File: src/inc/usl_pkg.sv
// Purpose: Shared constants and carriers for the UART sleep, loopback and register block.
// Assumes: Two channels, 8-bit registers, 3-bit host address.
// Notes: Offsets are register indices on the host address lines.
package usl_pkg;
  // Offsets in the normal register set.
  localparam logic [2:0] OFS_HOLD = 3'h0;
  localparam logic [2:0] OFS_IEN = 3'h1;
  localparam logic [2:0] OFS_ISTAT = 3'h2;
  localparam logic [2:0] OFS_LCTL = 3'h3;
  localparam logic [2:0] OFS_MCTL = 3'h4;
  localparam logic [2:0] OFS_LSTAT = 3'h5;
  localparam logic [2:0] OFS_MSTAT = 3'h6;
  localparam logic [2:0] OFS_SCR = 3'h7;
  // Offset of the first flow character in the enhanced set.
  localparam logic [2:0] OFS_CHAR0 = 3'h4;
  // Bit positions.
  localparam int IEN_SLEEP_BIT = 4;
  localparam int LCTL_DIV_BIT = 7;
  localparam int MCTL_DTR_BIT = 0;
  localparam int MCTL_RTS_BIT = 1;
  localparam int MCTL_OP1_BIT = 2;
  localparam int MCTL_OP2_BIT = 3;
  localparam int MCTL_LOOP_BIT = 4;
  localparam int EFN_UNLOCK_BIT = 4;
  localparam int EFN_ARTS_BIT = 6;
  localparam int EFN_ACTS_BIT = 7;
  localparam int IST_NOPEND_BIT = 0;
  // Key value of line control that opens the enhanced set.
  localparam logic [7:0] LCTL_ENH_KEY = 8'hbf;
  // Reset value of every writable register.
  localparam logic [7:0] REG_RST = 8'h00;
  // Divisor byte value that exposes revision and identity.
  localparam logic [7:0] DIV_ZERO = 8'h00;
  // Interrupt enable bits writable without the unlock bit.
  localparam logic [7:0] IEN_LOW_MASK = 8'h0f;
  // Modem inputs in modem status bit order, cd highest.
  typedef struct packed {
    logic cd;
    logic ri;
    logic dsr;
    logic cts;
  } usl_modem_t;
  // State handed in by the rest of one channel.
  typedef struct packed {
    logic [7:0] rx_data;
    logic [7:0] irq_status;
    logic [7:0] line_status;
    logic tx_shift;
  } usl_core_in_t;
  // Strobes and paths handed to the rest of one channel.
  typedef struct packed {
    logic tx_load;
    logic queue_load;
    logic rx_read;
    logic rx_shift_in;
    logic auto_rts_on;
    logic auto_cts_on;
  } usl_core_out_t;
  // Power state of the device.
  typedef enum logic [0:0] {
    USL_AWAKE = 1'b0,
    USL_ASLEEP = 1'b1
  } usl_pwr_t;
endpackage

File: src/hw/usl_power_regmap.sv
// Purpose: Sleep, auto wake, bus isolation, loopback and banked register decode, two channels.
// Assumes: Host strobes and serial pins are synchronous to clock.
// Notes: Strobes act on their falling edge; read data is held until the next read.
// Functional notes
// - Sleep only with no interrupt pending anywhere.
// - Sleep only with non-zero baud divisor.
// - Sleep only with sleep enable in both.
// - Sleep needs clear modem deltas, idle receive.
// - Oscillator output stops while asleep.
// - Wake on start bit, transmit write, modem.
// - Auto return to sleep once interrupts cleared.
// - Modem status read clears modem change bits.
// - Cycle sleep until sleep enable is cleared.
// - Isolate bus when select high and asleep.
// - Isolation blocks address, data and strobes.
// - Isolated wake only on start bit, modem.
// - Re-isolate after modem read and service.
// - Isolation ends with enable clear or pin.
// - Modem control bit 4 enables loopback.
// - Loopback feeds transmit into receive shift.
// - Loopback holds pins idle, ignores modem inputs.
// - No auto flow control during loopback.
// - Address picks register, select picks channel.
// - Divisor at 0,1 with bit7, not key.
// - Revision, identity replace zero divisor bytes.
// - Key value maps enhanced and flow characters.
// - Upper enable bits need unlock bit set.
module usl_power_regmap #(
  // Revision code; value is arbitrary.
  parameter logic [7:0] CHIP_REV = 8'h11,
  // Identity code; value is arbitrary.
  parameter logic [7:0] CHIP_ID = 8'h5a
) (
  input wire logic clock,
  input wire logic reset,
  input wire logic [2:0] host_addr,
  input wire logic [7:0] host_wdata,
  input wire logic chan_a_select_n,
  input wire logic chan_b_select_n,
  input wire logic host_write_n,
  input wire logic host_read_n,
  output logic [7:0] host_rdata,
  input wire logic bus_isolate_select,
  input wire logic [1:0] rx_pin,
  output logic [1:0] tx_pin,
  input wire usl_pkg::usl_modem_t [1:0] modem_in_n,
  output logic [1:0] rts_n,
  output logic [1:0] dtr_n,
  input wire usl_pkg::usl_core_in_t [1:0] core_in,
  output usl_pkg::usl_core_out_t [1:0] core_out,
  output logic osc_output_pin,
  output logic asleep,
  output logic isolated
);

  // True when divisor bytes own offsets 0 and 1.
  function automatic logic div_access(input logic [7:0] lctl);
    div_access = lctl[usl_pkg::LCTL_DIV_BIT] && (lctl != usl_pkg::LCTL_ENH_KEY);
  endfunction

  // True when the enhanced set owns offsets 2 and 4 to 7.
  function automatic logic enh_access(input logic [7:0] lctl);
    enh_access = (lctl == usl_pkg::LCTL_ENH_KEY);
  endfunction

  // Per-channel control registers.
  logic [7:0] ien_reg [2];
  logic [7:0] lctl_reg [2];
  logic [7:0] mctl_reg [2];
  logic [7:0] div_lo_reg [2];
  logic [7:0] div_hi_reg [2];
  logic [7:0] efn_reg [2];
  logic [7:0] scr_reg [2];
  // Flow characters: resume one, resume two, halt one, halt two.
  logic [7:0] char_reg [2][4];
  // Sticky modem change bits per channel.
  logic [3:0] delta_reg [2];
  // Previous modem levels, for change detection.
  usl_pkg::usl_modem_t [1:0] modem_prev_reg;
  // Previous receive pin levels, for start bit detection.
  logic [1:0] rx_prev_reg;
  // Previous effective strobe levels.
  logic wr_prev_reg;
  logic rd_prev_reg;
  // Power state and its next value.
  usl_pkg::usl_pwr_t pwr_reg;
  usl_pkg::usl_pwr_t pwr_next;
  // Output flops.
  logic [7:0] rdata_reg;
  logic [1:0] tx_pin_reg;
  logic [1:0] rts_n_reg;
  logic [1:0] dtr_n_reg;
  usl_pkg::usl_core_out_t [1:0] core_out_reg;
  logic osc_reg;
  logic iso_reg;

  // Effective host signals after isolation.
  logic wr_n_eff;
  logic rd_n_eff;
  logic sel_a;
  logic sel_b;
  logic wr_take;
  logic rd_take;
  logic chan;
  logic [1:0] hit_wr;
  logic [1:0] hit_rd;
  // Modem levels seen by each channel, active high.
  usl_pkg::usl_modem_t [1:0] modem_act;
  logic [1:0] loop_on;
  logic [3:0] modem_chg [2];
  logic [1:0] rx_fall;
  logic [1:0] tx_write;
  logic can_sleep;
  logic wake_any;
  logic [7:0] rd_value;

  // Host bus gating and strobe edge detection.
  always_comb
  begin
    wr_n_eff = iso_reg | host_write_n;
    rd_n_eff = iso_reg | host_read_n;
    sel_a = ~iso_reg & ~chan_a_select_n;
    sel_b = ~iso_reg & ~chan_b_select_n;
    wr_take = wr_prev_reg & ~wr_n_eff;
    rd_take = rd_prev_reg & ~rd_n_eff;
    chan = ~sel_a & sel_b;
    hit_wr = '0;
    hit_rd = '0;
    hit_wr[chan] = wr_take & (sel_a | sel_b);
    hit_rd[chan] = rd_take & (sel_a | sel_b);
  end

  // Modem levels, change detection and wake sources per channel.
  always_comb
  begin
    for (int c = 0; c < 2; c++)
    begin
      loop_on[c] = mctl_reg[c][usl_pkg::MCTL_LOOP_BIT];
      if (loop_on[c])
      begin
        // Loopback turns the modem outputs back as inputs.
        modem_act[c].cd = mctl_reg[c][usl_pkg::MCTL_OP2_BIT];
        modem_act[c].ri = mctl_reg[c][usl_pkg::MCTL_OP1_BIT];
        modem_act[c].dsr = mctl_reg[c][usl_pkg::MCTL_DTR_BIT];
        modem_act[c].cts = mctl_reg[c][usl_pkg::MCTL_RTS_BIT];
      end
      else
      begin
        // Pins are active low.
        modem_act[c] = ~modem_in_n[c];
      end
      modem_chg[c] = modem_act[c] ^ modem_prev_reg[c];
      rx_fall[c] = rx_prev_reg[c] & ~rx_pin[c];
      // A holding write is a transmit load when divisors are hidden.
      tx_write[c] = hit_wr[c] && (host_addr == usl_pkg::OFS_HOLD)
        && !div_access(lctl_reg[c]);
    end
  end

  // Sleep entry condition and wake sources across both channels.
  always_comb
  begin
    can_sleep = 1'b1;
    wake_any = 1'b0;
    for (int c = 0; c < 2; c++)
    begin
      if (!core_in[c].irq_status[usl_pkg::IST_NOPEND_BIT])
        can_sleep = 1'b0;
      if ({div_hi_reg[c], div_lo_reg[c]} == {usl_pkg::DIV_ZERO, usl_pkg::DIV_ZERO})
        can_sleep = 1'b0;
      if (!ien_reg[c][usl_pkg::IEN_SLEEP_BIT])
        can_sleep = 1'b0;
      if (delta_reg[c] != 4'h0 || !rx_pin[c])
        can_sleep = 1'b0;
      if (rx_fall[c] || modem_chg[c] != 4'h0 || (tx_write[c] && !iso_reg))
        wake_any = 1'b1;
    end
  end

  // Next power state.
  always_comb
  begin
    pwr_next = pwr_reg;
    unique case (pwr_reg)
      usl_pkg::USL_AWAKE:
      begin
        if (can_sleep && !wake_any)
          pwr_next = usl_pkg::USL_ASLEEP;
      end
      usl_pkg::USL_ASLEEP:
      begin
        if (wake_any || !can_sleep)
          pwr_next = usl_pkg::USL_AWAKE;
      end
    endcase
  end

  // Power state, isolation and oscillator output.
  always_ff @(posedge clock or posedge reset)
  begin
    if (reset)
    begin
      pwr_reg <= usl_pkg::USL_AWAKE;
      iso_reg <= 1'b0;
      osc_reg <= 1'b0;
    end
    else
    begin
      pwr_reg <= pwr_next;
      iso_reg <= (pwr_next == usl_pkg::USL_ASLEEP) & bus_isolate_select;
      osc_reg <= (pwr_next == usl_pkg::USL_ASLEEP) ? 1'b0 : ~osc_reg;
    end
  end

  // Strobe, receive and modem history.
  always_ff @(posedge clock or posedge reset)
  begin
    if (reset)
    begin
      wr_prev_reg <= 1'b1;
      rd_prev_reg <= 1'b1;
      rx_prev_reg <= 2'b11;
      modem_prev_reg <= '0;
    end
    else
    begin
      wr_prev_reg <= wr_n_eff;
      rd_prev_reg <= rd_n_eff;
      rx_prev_reg <= rx_pin;
      modem_prev_reg <= modem_act;
    end
  end

  // Register writes, banked per channel.
  always_ff @(posedge clock or posedge reset)
  begin
    if (reset)
    begin
      for (int c = 0; c < 2; c++)
      begin
        ien_reg[c] <= usl_pkg::REG_RST;
        lctl_reg[c] <= usl_pkg::REG_RST;
        mctl_reg[c] <= usl_pkg::REG_RST;
        div_lo_reg[c] <= usl_pkg::REG_RST;
        div_hi_reg[c] <= usl_pkg::REG_RST;
        efn_reg[c] <= usl_pkg::REG_RST;
        scr_reg[c] <= usl_pkg::REG_RST;
        for (int k = 0; k < 4; k++)
          char_reg[c][k] <= usl_pkg::REG_RST;
      end
    end
    else
    begin
      for (int c = 0; c < 2; c++)
      begin
        if (hit_wr[c])
        begin
          unique case (host_addr)
            usl_pkg::OFS_HOLD:
            begin
              if (div_access(lctl_reg[c]))
                div_lo_reg[c] <= host_wdata;
            end
            usl_pkg::OFS_IEN:
            begin
              if (div_access(lctl_reg[c]))
                div_hi_reg[c] <= host_wdata;
              else if (efn_reg[c][usl_pkg::EFN_UNLOCK_BIT])
                ien_reg[c] <= host_wdata;
              else
                ien_reg[c] <= (ien_reg[c] & ~usl_pkg::IEN_LOW_MASK)
                  | (host_wdata & usl_pkg::IEN_LOW_MASK);
            end
            usl_pkg::OFS_ISTAT:
            begin
              if (enh_access(lctl_reg[c]))
                efn_reg[c] <= host_wdata;
            end
            usl_pkg::OFS_LCTL:
              lctl_reg[c] <= host_wdata;
            default:
            begin
              // flow characters at 4 to 7
              if (enh_access(lctl_reg[c]))
                char_reg[c][2'(host_addr - usl_pkg::OFS_CHAR0)] <= host_wdata;
              else if (host_addr == usl_pkg::OFS_MCTL)
                mctl_reg[c] <= host_wdata;
              else if (host_addr == usl_pkg::OFS_SCR)
                scr_reg[c] <= host_wdata;
            end
          endcase
        end
      end
    end
  end

  // Sticky modem change bits; a new change wins over the read clear.
  always_ff @(posedge clock or posedge reset)
  begin
    if (reset)
    begin
      delta_reg[0] <= 4'h0;
      delta_reg[1] <= 4'h0;
    end
    else
    begin
      for (int c = 0; c < 2; c++)
      begin
        if (hit_rd[c] && host_addr == usl_pkg::OFS_MSTAT && !enh_access(lctl_reg[c]))
          delta_reg[c] <= modem_chg[c];
        else
          delta_reg[c] <= delta_reg[c] | modem_chg[c];
      end
    end
  end

  // Read multiplexer for the selected channel.
  always_comb
  begin
    rd_value = usl_pkg::REG_RST;
    unique case (host_addr)
      usl_pkg::OFS_HOLD:
      begin
        if (!div_access(lctl_reg[chan]))
          rd_value = core_in[chan].rx_data;
        else if (div_lo_reg[chan] == usl_pkg::DIV_ZERO && div_hi_reg[chan] == usl_pkg::DIV_ZERO)
          rd_value = CHIP_REV;
        else
          rd_value = div_lo_reg[chan];
      end
      usl_pkg::OFS_IEN:
      begin
        if (!div_access(lctl_reg[chan]))
          rd_value = ien_reg[chan];
        else if (div_lo_reg[chan] == usl_pkg::DIV_ZERO && div_hi_reg[chan] == usl_pkg::DIV_ZERO)
          rd_value = CHIP_ID;
        else
          rd_value = div_hi_reg[chan];
      end
      usl_pkg::OFS_ISTAT:
        rd_value = enh_access(lctl_reg[chan]) ? efn_reg[chan] : core_in[chan].irq_status;
      usl_pkg::OFS_LCTL:
        rd_value = lctl_reg[chan];
      default:
      begin
        if (enh_access(lctl_reg[chan]))
          rd_value = char_reg[chan][2'(host_addr - usl_pkg::OFS_CHAR0)];
        else if (host_addr == usl_pkg::OFS_MCTL)
          rd_value = mctl_reg[chan];
        else if (host_addr == usl_pkg::OFS_LSTAT)
          rd_value = core_in[chan].line_status;
        else if (host_addr == usl_pkg::OFS_MSTAT)
          rd_value = {modem_act[chan], delta_reg[chan]};
        else
          rd_value = scr_reg[chan];
      end
    endcase
  end

  // Read data holds until the next read edge.
  always_ff @(posedge clock or posedge reset)
  begin
    if (reset)
      rdata_reg <= usl_pkg::REG_RST;
    else if (hit_rd != 2'b00)
      rdata_reg <= rd_value;
  end

  // Serial pins, core paths and strobes per channel.
  always_ff @(posedge clock or posedge reset)
  begin
    if (reset)
    begin
      tx_pin_reg <= 2'b11;
      rts_n_reg <= 2'b11;
      dtr_n_reg <= 2'b11;
      core_out_reg <= '0;
    end
    else
    begin
      for (int c = 0; c < 2; c++)
      begin
        tx_pin_reg[c] <= loop_on[c] | core_in[c].tx_shift;
        rts_n_reg[c] <= loop_on[c] | ~mctl_reg[c][usl_pkg::MCTL_RTS_BIT];
        dtr_n_reg[c] <= loop_on[c] | ~mctl_reg[c][usl_pkg::MCTL_DTR_BIT];
        core_out_reg[c].rx_shift_in <= loop_on[c] ? core_in[c].tx_shift : rx_pin[c];
        core_out_reg[c].auto_rts_on <= efn_reg[c][usl_pkg::EFN_ARTS_BIT] & ~loop_on[c];
        core_out_reg[c].auto_cts_on <= efn_reg[c][usl_pkg::EFN_ACTS_BIT] & ~loop_on[c];
        core_out_reg[c].tx_load <= tx_write[c];
        core_out_reg[c].queue_load <= hit_wr[c] && host_addr == usl_pkg::OFS_ISTAT
          && !enh_access(lctl_reg[c]);
        core_out_reg[c].rx_read <= hit_rd[c] && host_addr == usl_pkg::OFS_HOLD
          && !div_access(lctl_reg[c]);
      end
    end
  end

  // Top outputs, all from flops.
  assign host_rdata = rdata_reg;
  assign tx_pin = tx_pin_reg;
  assign rts_n = rts_n_reg;
  assign dtr_n = dtr_n_reg;
  assign core_out = core_out_reg;
  assign osc_output_pin = osc_reg;
  assign asleep = pwr_reg;
  assign isolated = iso_reg;

endmodule

File: config.mk
export PLATFORM = sky130hd
export DESIGN_NAME = usl_power_regmap
export DESIGN_NICKNAME = d
export VERILOG_FILES = /design/src/inc/usl_pkg.sv /design/src/hw/usl_power_regmap.sv
export SDC_FILE = /design/constraint.sdc
export NUM_CORES = 1
export LEC_CHECK = 0
export ABC_AREA = 1
export BUFFER_PORTS_ARGS = -buffer_cell sky130_fd_sc_hd__buf_2
export CAP_MARGIN = 5
export CELL_PAD_IN_SITES_DETAIL_PLACEMENT = 0
export CELL_PAD_IN_SITES_GLOBAL_PLACEMENT = 2
export CORE_ASPECT_RATIO = 0.5
export CORE_MARGIN = 1
export CORE_UTILIZATION = 27
export CTS_CLUSTER_DIAMETER = 200
export DETAILED_ROUTE_END_ITERATION = 6
export HOLD_SLACK_MARGIN = 0.08
export PLACE_DENSITY = 0.62
export SLEW_MARGIN = 30
export SYNTH_ARGS = -nofsm -noshare
export SYNTH_HDL_FRONTEND = slang
export SYNTH_SLANG_ARGS = --single-unit
File: constraint.sdc
create_clock -name clock -period 14 [get_ports clock]
set_input_delay 2.1 -clock clock [delete_from_list [all_inputs] [get_ports clock]]
set_output_delay 2.1 -clock clock [all_outputs]
set_load 0.05 [all_outputs]
==> results_dict.tcl <==
set metrics [dict create \
    crit_arrival_ns 5.79 \
    syn_nets 1518 \
    cts.sinks 223 \
    fmax_mhz 187 \
    cts_buffers 25 \
    drive_gt1_share_pct 16.1 \
    p_per_area_nw_per_um2 128 \
    dp.cells 2024 \
    finalSetupViolCount 0 \
    start_util_pct 27.7 \
    hold_viol 0 \
    synth_area_sq_um 11300 \
    postRouteAntennaNets 0 \
    slew_headroom_pct 31.7 \
    maxSlewViolCount 0 \
    cts_resized 0 \
    cts-hold-fix-buffers 0 \
    grt_max_degree 79 \
    fin_nets 1589 \
    fin_skew_ns 0.0206 \
    die_h_microns 147 \
    drc 0 \
    io_pins 107 \
    power_mw 1.67 \
    critical_path.startpoint_type "primary input" \
    drv_cap 0 \
    rrSetupSlack_ns 9.84 \
    stdcell_count 2071 \
    grt_overflow 0 \
    wirelength_mm 41.5 \
    ys_types 39 \
    clk_pin_slew_ns 0.06 \
    period_share_pct 38.2 \
    rows 52 \
    clk_latency_ns 0.55 \
    total_leakage_power_nw 6.28 \
    synth_area_per_cell_sq_um 7.85 \
    worstSetupStartpoint "chan_a_select_n" \
    drtIter0Drc 729 \
    yosysWarningCount 0 \
    core_area_sq_um 40900 \
    antenna_found_initial 1 \
    tns_ns 0 \
    via_per_inst 4.74 \
    cts-root-buf "clkbuf_16" \
    syn_inst 1440 \
    cts_buffer_depth 3 \
    largest_reg_flops 64 \
    post_drt_wl_per_cell_microns 20.0 \
    fin_area_sq_um 13100 \
    rsz0062_at_grt "false" \
    ir_drop_uv 83.7 \
    first_pass_iters 5 \
    hpwl_mm 29.1 \
    hp-class "reg -> reg" \
    worstPathRequired_ns 14.44 \
    die_x_microns 291 \
    dieArea_sq_um 42700 \
    cts_tree "done" \
    globalRouteTotalUtil_pct 19.6 \
    worst_pin_slew_ns 1.01 \
    fin_ws_ns 8.66 \
    cp-end-kind "register" \
    hold_start "osc_output_pin" \
    first_global_vias 9593 \
    period_needed_ns 5.34 \
    cts-htree-levels 1 \
    crit_type "in -> reg" \
    pre_cts_slack_ns 8.06 \
    outcome "finished, final reports clean" \
    r2r-start "isolated" \
    dpl_cell_area_sq_um 12200 \
    nFillCells 4440 \
    path_max_fanout 68 \
    post-cts-setup-buffer-count 0 \
    area_growth_pct 15.6 \
    grt_pass1_wl_mm 62.5 \
    vias 9819 \
    place.gp.congestion 0.856 \
    ys_seq_elements 223 \
    ys_seq_area_share_pct 49.5 \
    portBuffers 106 \
]
final timing paths:
check | end | cells past startpoint
hold / removal | osc_output_pin | 1
setup reg to reg | char_reg[11] | 9
max in group asynchronous | host_rdata[7] | 3
setup / recovery | efn_reg[5] | 9
min in group asynchronous | mctl_reg[8] | 2
hold reg to reg | osc_output_pin | 1
stage by stage:
step           utilization [%]  hold slack, ns
5_1_grt                   32.0           0.461
2_1_floorplan                -           0.412
6_report                  32.0           0.429
3_5_place_dp              29.9           0.419
3_3_place_gp              29.9           0.409
4_1_cts                   31.9           0.428
where the power goes:
| part | leakage, nW | total (mW) | internal [mW] | switching [mW] |
|---|---|---|---|---|
| combinational | 2.91 | 0.259 | 0.0727 | 0.186 |
| clock | 0.420 | 0.690 | 0.401 | 0.289 |
| sequential | 2.95 | 0.725 | 0.691 | 0.0344 |
| total | 6.28 | 1.67 | 1.16 | 0.510 |
synth_stat cells, drive strengths merged:
library cell	number	area [sq um]
nor2	137	559
clkbuf	33	124
nand3b	11	82.6
nand2	438	1700
nand4	16	100
mux2i	7	70.1
o21a	3	22.5
nand3	63	315
nor4	13	96.3
a22o	3	26.3
a21oi	38	190
o21ai	261	1430
nor3	7	40.0
dfstp	8	210
clkinv	1	5.00
dfrtp	215	5380
a22oi	3	22.5
nor3b	1	7.51
o211ai	5	51.3
inv	114	428
buf	42	288
o22ai	2	12.5
xor2	2	17.5
or2	11	71.3
xnor2	6	52.6
kinds of logic after synthesis:
family                 Yosys count  share of synthesized area (%)
XOR/XNOR                         8                          0.620
AND/OR/NAND/NOR                697                           26.3
multiplexers                     7                          0.620
buffers and inverters          190                           7.47
flip-flops                     223                           49.5
AO/OA/AOI/OAI                  315                           15.5
final cells by class:
type	instances	area, sq um	area share (%)
antenna	1	2.50	0.0192
timing repair buffer	119	636	4.87
clock inverter	15	164	1.26
clock buffer	31	678	5.19
sequential	223	5590	42.8
tap	540	676	5.17
multi-input combinational	1027	4870	37.3
inverter	115	440	3.37
layer usage:
metal / GRT usage (%) / wire (microns) / up-vias
li1: - / - / 4823
met1: 29.8 / 21300 / 4752
met2: 29.1 / 17700 / 201
met3: 2.97 / 1810 / 43
met4: 3.76 / 753 / 0
met5: 0 / 0 / -
critical path, stage by stage:
cell	delay, ns
buf_2	0.26
nand2_4	0.38
buf_4	0.64
clkinv_2	0.93
nand2_1	0.49
inv_2	0.16
nand3_1	0.51
nand2_1	0.12
o21ai_0	0.10
cells in the final DEF, fill, tap and decap left out, types with 4 or more instances in the layout:
cell	synthesis	routed
nand2_1	429	429
o21ai_0	215	215
dfrtp_1	215	215
nor2_1	127	126
inv_1	108	106
buf_2	26	106
nand3_1	63	63
a21oi_1	38	38
o21ai_2	33	33
clkbuf_16	0	25
nand4_1	16	16
o21ai_1	13	13
nor4_1	12	12
nand3b_1	11	11
buf_4	2	11
or2_2	10	10
clkinv_2	1	9
dfstp_2	8	8
nor2_2	6	7
inv_2	6	7
mux2i_1	7	7
nand2_4	6	6
xnor2_1	6	6
nor3_1	6	5
nor2_4	4	4
o211ai_1	4	4
Power figures use the tool's default switching activity.
